`src/verilog/cag_pkg.sv`:
```
// Package of constants and types for the cpu address generation block
package cag_pkg;

	// ****************************************
	// Widths
	// ****************************************
	localparam int ADDR_W = 20; // Full address width
	localparam int LOW_W = 16; // Bank-relative address width
	localparam int BANK_W = 4; // Upper address bits
	localparam int TBL_IDX_W = 5; // Table call selector width

	// ****************************************
	// Fixed upper bits and windows
	// ****************************************
	localparam logic [3:0] BANK_TOP = 4'hf; // Top 64 KB bank
	localparam logic [3:0] BANK_ZERO = 4'h0; // Lowest 64 KB bank
	localparam logic [19:0] SHORT_LO_BASE = 20'hffe00; // Operand 20h..FFh
	localparam logic [19:0] SHORT_HI_BASE = 20'hfff00; // Operand 00h..1Fh
	localparam logic [7:0] SHORT_SPLIT = 8'h20; // First operand of lower part
	localparam logic [19:0] SPECIAL_BASE = 20'hfff00; // Special register window
	localparam logic [15:0] TABLE_BASE = 16'h0080; // Call table start

	// ****************************************
	// Selector codes
	// ****************************************
	localparam logic [1:0] PAIR_0 = 2'h0; // Accumulator pair
	localparam logic [1:0] PAIR_1 = 2'h1;
	localparam logic [1:0] PAIR_2 = 2'h2;
	localparam logic [1:0] PAIR_3 = 2'h3;

	// Branch target modes
	typedef enum logic [2:0] {
		BR_NONE,
		BR_REL8,
		BR_REL16,
		BR_IMM20,
		BR_IMM16,
		BR_TABLE,
		BR_REG
	} cag_br_mode_t;

	// Data operand modes
	typedef enum logic [3:0] {
		DM_NONE,
		DM_IMPLIED,
		DM_REG8,
		DM_REG16,
		DM_DIRECT,
		DM_SHORT,
		DM_SHORT_PAIR,
		DM_SPECIAL,
		DM_SPECIAL_PAIR,
		DM_INDIRECT,
		DM_BASED,
		DM_WORD_IDX,
		DM_PAIR_IDX
	} cag_dm_mode_t;

	// Table call sequencer states
	typedef enum logic [1:0] {
		TS_IDLE,
		TS_LOW,
		TS_HIGH
	} cag_tbl_state_t;

endpackage
```
`src/verilog/cag_addr_gen.sv`:
```
// Address generation for branch targets and data operands
`timescale 1ns/100ps

module cag_addr_gen
	import cag_pkg::*;
(
	input wire logic clk_i, // Core clock, 40 MHz
	input wire logic rst_b_i, // Synchronous reset, active low
	// Branch request from the decoder
	input wire logic br_valid_i, // One-cycle branch request
	input wire cag_br_mode_t br_mode_i, // Branch target mode
	input wire logic br_is_branch_i, // Instruction is a branch or call
	input wire logic br_is_call_i, // Instruction is a call
	input wire logic [19:0] next_pc_i, // Address of next instruction
	input wire logic [15:0] disp_i, // Displacement, low byte for 8-bit form
	input wire logic [19:0] imm_target_i, // Immediate target field
	input wire logic [4:0] tbl_idx_i, // Table call selector
	input wire logic [1:0] br_pair_sel_i, // Pair for register branch
	input wire logic [3:0] code_bank_register_i, // Code bank
	// Table fetch over the memory bus
	output logic tbl_rd_o, // Table byte read strobe
	output logic [19:0] tbl_addr_o, // Table byte address
	input wire logic tbl_rd_ack_i, // Read data valid
	input wire logic [7:0] tbl_rd_data_i, // Table byte
	// Branch answer
	output logic pc_load_o, // Program counter load pulse
	output logic [19:0] program_counter_o, // New target
	output logic br_busy_o, // Table fetch in progress
	output logic br_illegal_o, // Refused branch form
	// Data operand request
	input wire logic dm_valid_i, // One-cycle operand request
	input wire cag_dm_mode_t dm_mode_i, // Operand mode
	input wire logic bank_prefix_i, // Bank prefix present
	input wire logic is_unsigned_multiply_i, // Opcode is unsigned multiply
	input wire logic [2:0] reg_sel_i, // Byte register field
	input wire logic [1:0] pair_sel_i, // Pair field
	input wire logic use_stack_pointer_i, // Based form uses stack pointer
	input wire logic [15:0] imm16_i, // Immediate address or base
	input wire logic [7:0] imm8_i, // Short or offset byte
	input wire logic [3:0] data_bank_register_i, // Data bank
	input wire logic [15:0] stack_pointer_i, // Stack pointer
	input wire logic [63:0] reg_bank_i, // Current bank, byte i at [8i+7:8i]
	// Data answer
	output logic dm_done_o, // Operand address or register valid pulse
	output logic [19:0] dm_addr_o, // Memory address
	output logic dm_is_reg_o, // Operand is a register
	output logic [2:0] dm_reg_idx_o, // Byte register index
	output logic dm_reg_word_o, // Register operand is a pair
	output logic dm_illegal_o // Refused operand form
);

	// ****************************************
	// Helper functions
	// ****************************************
	// Byte register read, codes in listed order
	function automatic logic [7:0] byte_reg(input logic [63:0] bank, input logic [2:0] sel);
		byte_reg = bank[{sel, 3'h0} +: 8];
	endfunction

	// Pair read, pair n is byte registers 2n and 2n+1
	function automatic logic [15:0] pair_reg(input logic [63:0] bank, input logic [1:0] sel);
		pair_reg = bank[{sel, 4'h0} +: 16];
	endfunction

	// Upper bits: data bank when prefixed, otherwise top bank
	function automatic logic [3:0] upper(input logic pfx, input logic [3:0] bank);
		upper = pfx ? bank : BANK_TOP;
	endfunction

	// ****************************************
	// State
	// ****************************************
	typedef struct packed {
		cag_tbl_state_t tst; // Table fetch state
		logic [7:0] tbl_lo; // First table byte
		logic [15:0] tbl_ptr; // Table entry address
		logic pc_load; // Load pulse
		logic [19:0] pc; // Target
		logic br_ill; // Refused branch
		logic dm_done; // Operand pulse
		logic [19:0] dm_addr; // Operand address
		logic dm_is_reg; // Register operand
		logic [2:0] dm_reg_idx; // Register index
		logic dm_reg_word; // Pair operand
		logic dm_ill; // Refused operand
	} cag_state_t;

	cag_state_t st_r; // Registered state
	cag_state_t st_nxt; // Next state

	logic [15:0] disp_ext; // Sign-extended displacement
	logic [15:0] base_sum; // Sixteen-bit sum for based forms
	logic [15:0] base_val; // Base operand
	logic [15:0] offs_val; // Offset operand

	// ****************************************
	// Next-state logic
	// ****************************************
	// All decoding is combinational; results are registered one cycle later
	always_comb begin
		st_nxt = st_r;
		st_nxt.pc_load = 1'b0;
		st_nxt.br_ill = 1'b0;
		st_nxt.dm_done = 1'b0;
		st_nxt.dm_ill = 1'b0;

		// Displacement width follows the branch mode
		if (br_mode_i == BR_REL8) begin
			disp_ext = {{8{disp_i[7]}}, disp_i[7:0]};
		end else begin
			disp_ext = disp_i;
		end

		// Table fetch sequencer
		case (st_r.tst)
			TS_IDLE: begin
				// Branch requests are ignored while a table fetch runs
				if (br_valid_i) begin
					case (br_mode_i)
						BR_REL8, BR_REL16: begin
							if (br_is_branch_i) begin
								st_nxt.pc = next_pc_i + {{4{disp_ext[15]}}, disp_ext};
								st_nxt.pc_load = 1'b1;
							end else begin
								st_nxt.br_ill = 1'b1;
							end
						end
						BR_IMM20: begin
							st_nxt.pc = imm_target_i;
							st_nxt.pc_load = 1'b1;
						end
						BR_IMM16: begin
							st_nxt.pc = {BANK_ZERO, imm_target_i[15:0]};
							st_nxt.pc_load = 1'b1;
						end
						BR_TABLE: begin
							// Each entry is two bytes wide
							st_nxt.tbl_ptr = TABLE_BASE + {10'h000, tbl_idx_i, 1'b0};
							st_nxt.tst = TS_LOW;
						end
						BR_REG: begin
							// Calls may use any pair, plain branches only pair 0
							if (br_is_call_i || br_pair_sel_i == PAIR_0) begin
								st_nxt.pc = {code_bank_register_i,
									pair_reg(reg_bank_i, br_pair_sel_i)};
								st_nxt.pc_load = 1'b1;
							end else begin
								st_nxt.br_ill = 1'b1;
							end
						end
						default: begin
							st_nxt.br_ill = 1'b1;
						end
					endcase
				end
			end
			TS_LOW: begin
				// Wait for the low target byte
				if (tbl_rd_ack_i) begin
					st_nxt.tbl_lo = tbl_rd_data_i;
					st_nxt.tbl_ptr = st_r.tbl_ptr + 16'h0001;
					st_nxt.tst = TS_HIGH;
				end
			end
			TS_HIGH: begin
				// High byte completes the target in the lowest bank
				if (tbl_rd_ack_i) begin
					st_nxt.pc = {BANK_ZERO, tbl_rd_data_i, st_r.tbl_lo};
					st_nxt.pc_load = 1'b1;
					st_nxt.tst = TS_IDLE;
				end
			end
			default: begin
				st_nxt.tst = TS_IDLE;
			end
		endcase

		// Based and indexed operands
		case (dm_mode_i)
			DM_BASED: begin
				base_val = use_stack_pointer_i ? stack_pointer_i
					: pair_reg(reg_bank_i, pair_sel_i);
				offs_val = {8'h00, imm8_i};
			end
			DM_WORD_IDX: begin
				base_val = imm16_i;
				offs_val = {8'h00, byte_reg(reg_bank_i, reg_sel_i)};
			end
			default: begin
				base_val = imm16_i;
				offs_val = pair_reg(reg_bank_i, PAIR_1);
			end
		endcase
		// Carry out of bit 15 is dropped so the bank never changes
		base_sum = base_val + offs_val;

		// Data operand decode
		if (dm_valid_i) begin
			st_nxt.dm_done = 1'b1;
			st_nxt.dm_is_reg = 1'b0;
			st_nxt.dm_reg_word = 1'b0;
			st_nxt.dm_reg_idx = 3'h0;
			st_nxt.dm_addr = 20'h00000;
			case (dm_mode_i)
				DM_IMPLIED: begin
					// Implied operand names the X byte register
					if (is_unsigned_multiply_i) begin
						st_nxt.dm_is_reg = 1'b1;
					end else begin
						st_nxt.dm_ill = 1'b1;
					end
				end
				DM_REG8: begin
					st_nxt.dm_is_reg = 1'b1;
					st_nxt.dm_reg_idx = reg_sel_i;
				end
				DM_REG16: begin
					st_nxt.dm_is_reg = 1'b1;
					st_nxt.dm_reg_word = 1'b1;
					st_nxt.dm_reg_idx = {pair_sel_i, 1'b0};
				end
				DM_DIRECT: begin
					st_nxt.dm_addr = {upper(bank_prefix_i, data_bank_register_i), imm16_i};
				end
				DM_SHORT, DM_SHORT_PAIR: begin
					// Reserved sub-ranges are the program's concern, not checked here
					if (imm8_i >= SHORT_SPLIT) begin
						st_nxt.dm_addr = SHORT_LO_BASE | {12'h000, imm8_i};
					end else begin
						st_nxt.dm_addr = SHORT_HI_BASE | {12'h000, imm8_i};
					end
					if (dm_mode_i == DM_SHORT_PAIR && imm8_i[0]) begin
						st_nxt.dm_ill = 1'b1;
					end
				end
				DM_SPECIAL, DM_SPECIAL_PAIR: begin
					st_nxt.dm_addr = SPECIAL_BASE | {12'h000, imm8_i};
					if (dm_mode_i == DM_SPECIAL_PAIR && imm8_i[0]) begin
						st_nxt.dm_ill = 1'b1;
					end
				end
				DM_INDIRECT: begin
					// Only pairs 2 and 3 may point to memory
					if (pair_sel_i == PAIR_2 || pair_sel_i == PAIR_3) begin
						st_nxt.dm_addr = {upper(bank_prefix_i, data_bank_register_i),
							pair_reg(reg_bank_i, pair_sel_i)};
					end else begin
						st_nxt.dm_ill = 1'b1;
					end
				end
				DM_BASED: begin
					// Stack form has no prefixed variant; pairs 2 and 3 otherwise
					if (use_stack_pointer_i || pair_sel_i == PAIR_2
						|| pair_sel_i == PAIR_3) begin
						st_nxt.dm_addr = {upper(bank_prefix_i && !use_stack_pointer_i,
							data_bank_register_i), base_sum};
					end else begin
						st_nxt.dm_ill = 1'b1;
					end
				end
				DM_WORD_IDX: begin
					// Offset register is byte register 2 or 3
					if (reg_sel_i == 3'h2 || reg_sel_i == 3'h3) begin
						st_nxt.dm_addr = {upper(bank_prefix_i, data_bank_register_i),
							base_sum};
					end else begin
						st_nxt.dm_ill = 1'b1;
					end
				end
				DM_PAIR_IDX: begin
					st_nxt.dm_addr = {upper(bank_prefix_i, data_bank_register_i),
						base_sum};
				end
				default: begin
					st_nxt.dm_ill = 1'b1;
				end
			endcase
			// A refused request yields no valid address
			if (st_nxt.dm_ill) begin
				st_nxt.dm_done = 1'b0;
			end
		end
	end

	// ****************************************
	// State register
	// ****************************************
	always_ff @(posedge clk_i) begin
		if (!rst_b_i) begin
			st_r <= '0;
		end else begin
			st_r <= st_nxt;
		end
	end

	// ****************************************
	// Outputs
	// ****************************************
	assign tbl_rd_o = (st_r.tst != TS_IDLE); // Held until acknowledged
	assign tbl_addr_o = {BANK_ZERO, st_r.tbl_ptr};
	assign br_busy_o = (st_r.tst != TS_IDLE);
	assign pc_load_o = st_r.pc_load;
	assign program_counter_o = st_r.pc;
	assign br_illegal_o = st_r.br_ill;
	assign dm_done_o = st_r.dm_done;
	assign dm_addr_o = st_r.dm_addr;
	assign dm_is_reg_o = st_r.dm_is_reg;
	assign dm_reg_idx_o = st_r.dm_reg_idx;
	assign dm_reg_word_o = st_r.dm_reg_word;
	assign dm_illegal_o = st_r.dm_ill;

endmodule

```
`config.mk`:
```
export PLATFORM = sky130hd
export DESIGN_NAME = cag_addr_gen
export DESIGN_NICKNAME = d
export VERILOG_FILES = /design/src/verilog/cag_pkg.sv /design/src/verilog/cag_addr_gen.sv
export SDC_FILE = /design/constraint.sdc
export NUM_CORES = 1
export LEC_CHECK = 0
export ABC_AREA = 1
export BUFFER_PORTS_ARGS = -buffer_cell sky130_fd_sc_hd__buf_4
export CORE_MARGIN = 2
export CORE_UTILIZATION = 40
export DETAILED_ROUTE_END_ITERATION = 7
export PLACE_DENSITY = 0.64
export SYNTH_ARGS = -nofsm -noshare
export SYNTH_HDL_FRONTEND = slang
export SYNTH_SLANG_ARGS = --single-unit
```
`constraint.sdc`:
```
create_clock -name clk_i -period 9.4 [get_ports clk_i]
set_input_delay 2.35 -clock clk_i [delete_from_list [all_inputs] [get_ports clk_i]]
set_output_delay 2.35 -clock clk_i [all_outputs]
set_load 0.05 [all_outputs]
```
==> results_dict.tcl <==
set metrics [dict create \
    synthTopCellsByArea "nand2_1 (18%), dfxtp_1 (17%), inv_1 (9.0%)" \
    htreeDepth 3 \
    cts_resized 0 \
    crit_chain "buf_4 > inv_1 > nand2_1 > inv_1 > a22oi_1 > nand3_1 > o211ai_1 > a22oi_1 > ha_1 > a21oi_1 > nand2_1 > nand2_1 > nand3b_1 > a21oi_1 > nand3_1 > nand3_1 > nand2_1 > nand2_1 > nand2_1" \
    cts_buffer_depth 2 \
    fp.dieW_um 151 \
    tightest_slew_ns 1.03 \
    post_cts_buffers 0 \
    grt_pass1_vias 9798 \
    initial_core_util 0.409 \
    synth_cell_type_count 54 \
    routed_wl_um 37000 \
    ys_ff_latch 75 \
    drive_gt1_frac 0.194 \
    die_h_um 151 \
    drc_errors 0 \
    final_cell_mix "nand2_1 (409), buf_4 (275), inv_1 (207), a21oi_1 (142), o21ai_0 (126)" \
    cts.sinks 75 \
    route.vias.total 10800 \
    path_class "input port to register" \
    ios 276 \
    gp_congestion 1.02 \
    layout_min_cycle_time_ns 5.55 \
    worstSetupStartpointType "input port" \
    grt_max_degree 40 \
    crit_top_cell "nand2_1" \
    ant_nets 0 \
    max_freq_ghz 0.180 \
    finalClockSkew_ns 0.00705 \
    yosysTopAreaCellShare 0.177 \
    irDropWorstVdd_mv 0.0665 \
    yosysTopAreaCell "nand2_1" \
    crit_path_end_kind "register" \
    wire_per_inst_um 18.8 \
    slew_headroom 0.311 \
    dp_hpwl_um 30400 \
    power_mw 1.22 \
    crit_start "reg_sel_i[0]" \
    final_max_slew_viol_count 0 \
    cts.clk_slew.worst_paths_ns 0.07 \
    synth_cells 1512 \
    worstHoldStart "st_r[67]" \
    grt.overflow.total 0 \
    finalSetupTns_ns 0 \
    firstDrtPassIters 6 \
    insertion_delay_ns 0.35 \
    die_area_um2 22800 \
    crit_arrival_ns 5.80 \
    syn_area_um2 8650 \
    p_leak_nw 5.53 \
    slowest_stage "inv_1" \
    fill_cells 2296 \
    final_nets 1930 \
    layout.cells.non_filler 1967 \
    worstHoldPathType "register to register" \
    ctsHoldBuffers 0 \
    cp_top_family "simple AND/OR/NAND/NOR gates" \
    synth_warnings 0 \
    final_common_cell "nand2_1" \
    hold_viol_final 0 \
    critical_path_required_ns 9.65 \
    powerDensity_nw_per_um2 115 \
    cts_root_buffer "clkbuf_16" \
    numCtsBuffers 9 \
    antenna_found_initial 0 \
    status "finished, final reports clean" \
    cts_tree "yes" \
    rows 53 \
    antenna_cells 0 \
    syn2layout_area_growth_pct 23.2 \
    synth-edff-count 0 \
    yosysSeqAreaShare 0.174 \
    regToRegStartpoint "st_r[73]" \
    period_share 0.590 \
    gr-usage-all-layers 0.318 \
    grt_pass1_wl_um 55100 \
    vias_per_cell 5.49 \
    port_buffers 271 \
    drt-initial-drc-count 746 \
    drv_cap 0 \
    async_flop_share 0 \
    dp_cells 1951 \
    core_um2 21200 \
    critPathMaxStageDelay_ns 0.59 \
    syn_area_per_cell_um2 5.72 \
    critical_path_buf_inv_count 3 \
    path_max_fanout 33 \
    setup_violations 0 \
    ys.flop_type "dfxtp_1" \
    rsz0062_at_grt "false" \
]
layer usage:
metal  wire [um]  GRT usage
met4        1850      0.155
met3        3080     0.0398
met5           0          0
met2       17300      0.532
met1       14700      0.404
tightest hold or removal path: stages, from the launching register on:
cell	delay, ns
dfxtp_1	0.30
inv_1	0.06
a21oi_1	0.06
registers in the layout, summed over array words and instances, names as in the netlist:
name	cells
tbl_addr_o	16
program_counter_o	20
pc_load_o	1
dm_done_o	1
dm_reg_word_o	1
br_illegal_o	1
dm_illegal_o	1
dm_reg_idx_o	3
st_r	10
dm_addr_o	20
dm_is_reg_o	1
report_power, final:
part           internal (mW)  switching (mW)  total [mW]  leakage (nW)
clock                  0.216           0.167       0.383         0.146
combinational          0.179           0.321       0.500          4.77
sequential             0.330         0.00890       0.339         0.608
stage by stage:
stage | hold slack [ns] | utilization | setup WS (ns) | area [um2]
after global placement | 0.443 | 0.489 | 3.64 | 10400
after CTS | 0.457 | 0.504 | 3.95 | 10700
after floorplan | 0.427 | - | 4.69 | 8660
final | 0.456 | 0.504 | 3.85 | 10700
after detailed placement | 0.446 | 0.489 | 3.57 | 10400
after global routing | 0.483 | 0.504 | 3.51 | 10700
final timing paths:
check	endpoint	slack, ns	cells after the start
worst max-delay path	dm_addr_o[15]	3.85	19
worst min-delay path	st_r[67]	0.46	2
worst max register to register	tbl_addr_o[14]	7.30	10
worst min register to register	st_r[67]	0.46	2
synth_stat cells (all sizes together) (2+ instances only):
library cell and number:
a21oi 143, a221oi 7, a22o 4, a22oi 35, a31o 2, a31oi 4, buf 83, clkbuf 31
clkinv 3, dfxtp 75, fa 2, ha 36, inv 218, nand2 412, nand3 78, nand3b 10
nand4 12, nor2 132, nor3 15, nor3b 2, o2111ai 4, o211ai 15, o21ai 133, o21bai 4
o221ai 6, o22ai 25, o31ai 3, xnor2 4, xor2 2
layout make-up:
type,count,area [um2],share of cell area
clock buffers,10,239,0.0224
clock inverters,6,71.3,0.00669
inverters,221,830,0.0778
multi-input cells,1105,5610,0.526
flip-flops and latches,75,1500,0.141
well taps,275,344,0.0323
repair buffers,275,2060,0.194
cells by family (layout without fill, tap and decap cells):
| logic type | count (synthesis) | count (layout) | synth area share |
|---|---|---|---|
| AO/OA/AOI/OAI | 393 | 393 | 0.264 |
| other | 1 | 4 | 0.000433 |
| adder cells (fa/ha/maj) | 38 | 38 | 0.0567 |
| flip-flops | 75 | 75 | 0.174 |
| AND/OR/NAND/NOR | 664 | 664 | 0.320 |
| buffers and inverters | 335 | 512 | 0.179 |
| XOR/XNOR | 6 | 6 | 0.00607 |
(Power assumes the default switching activity.)
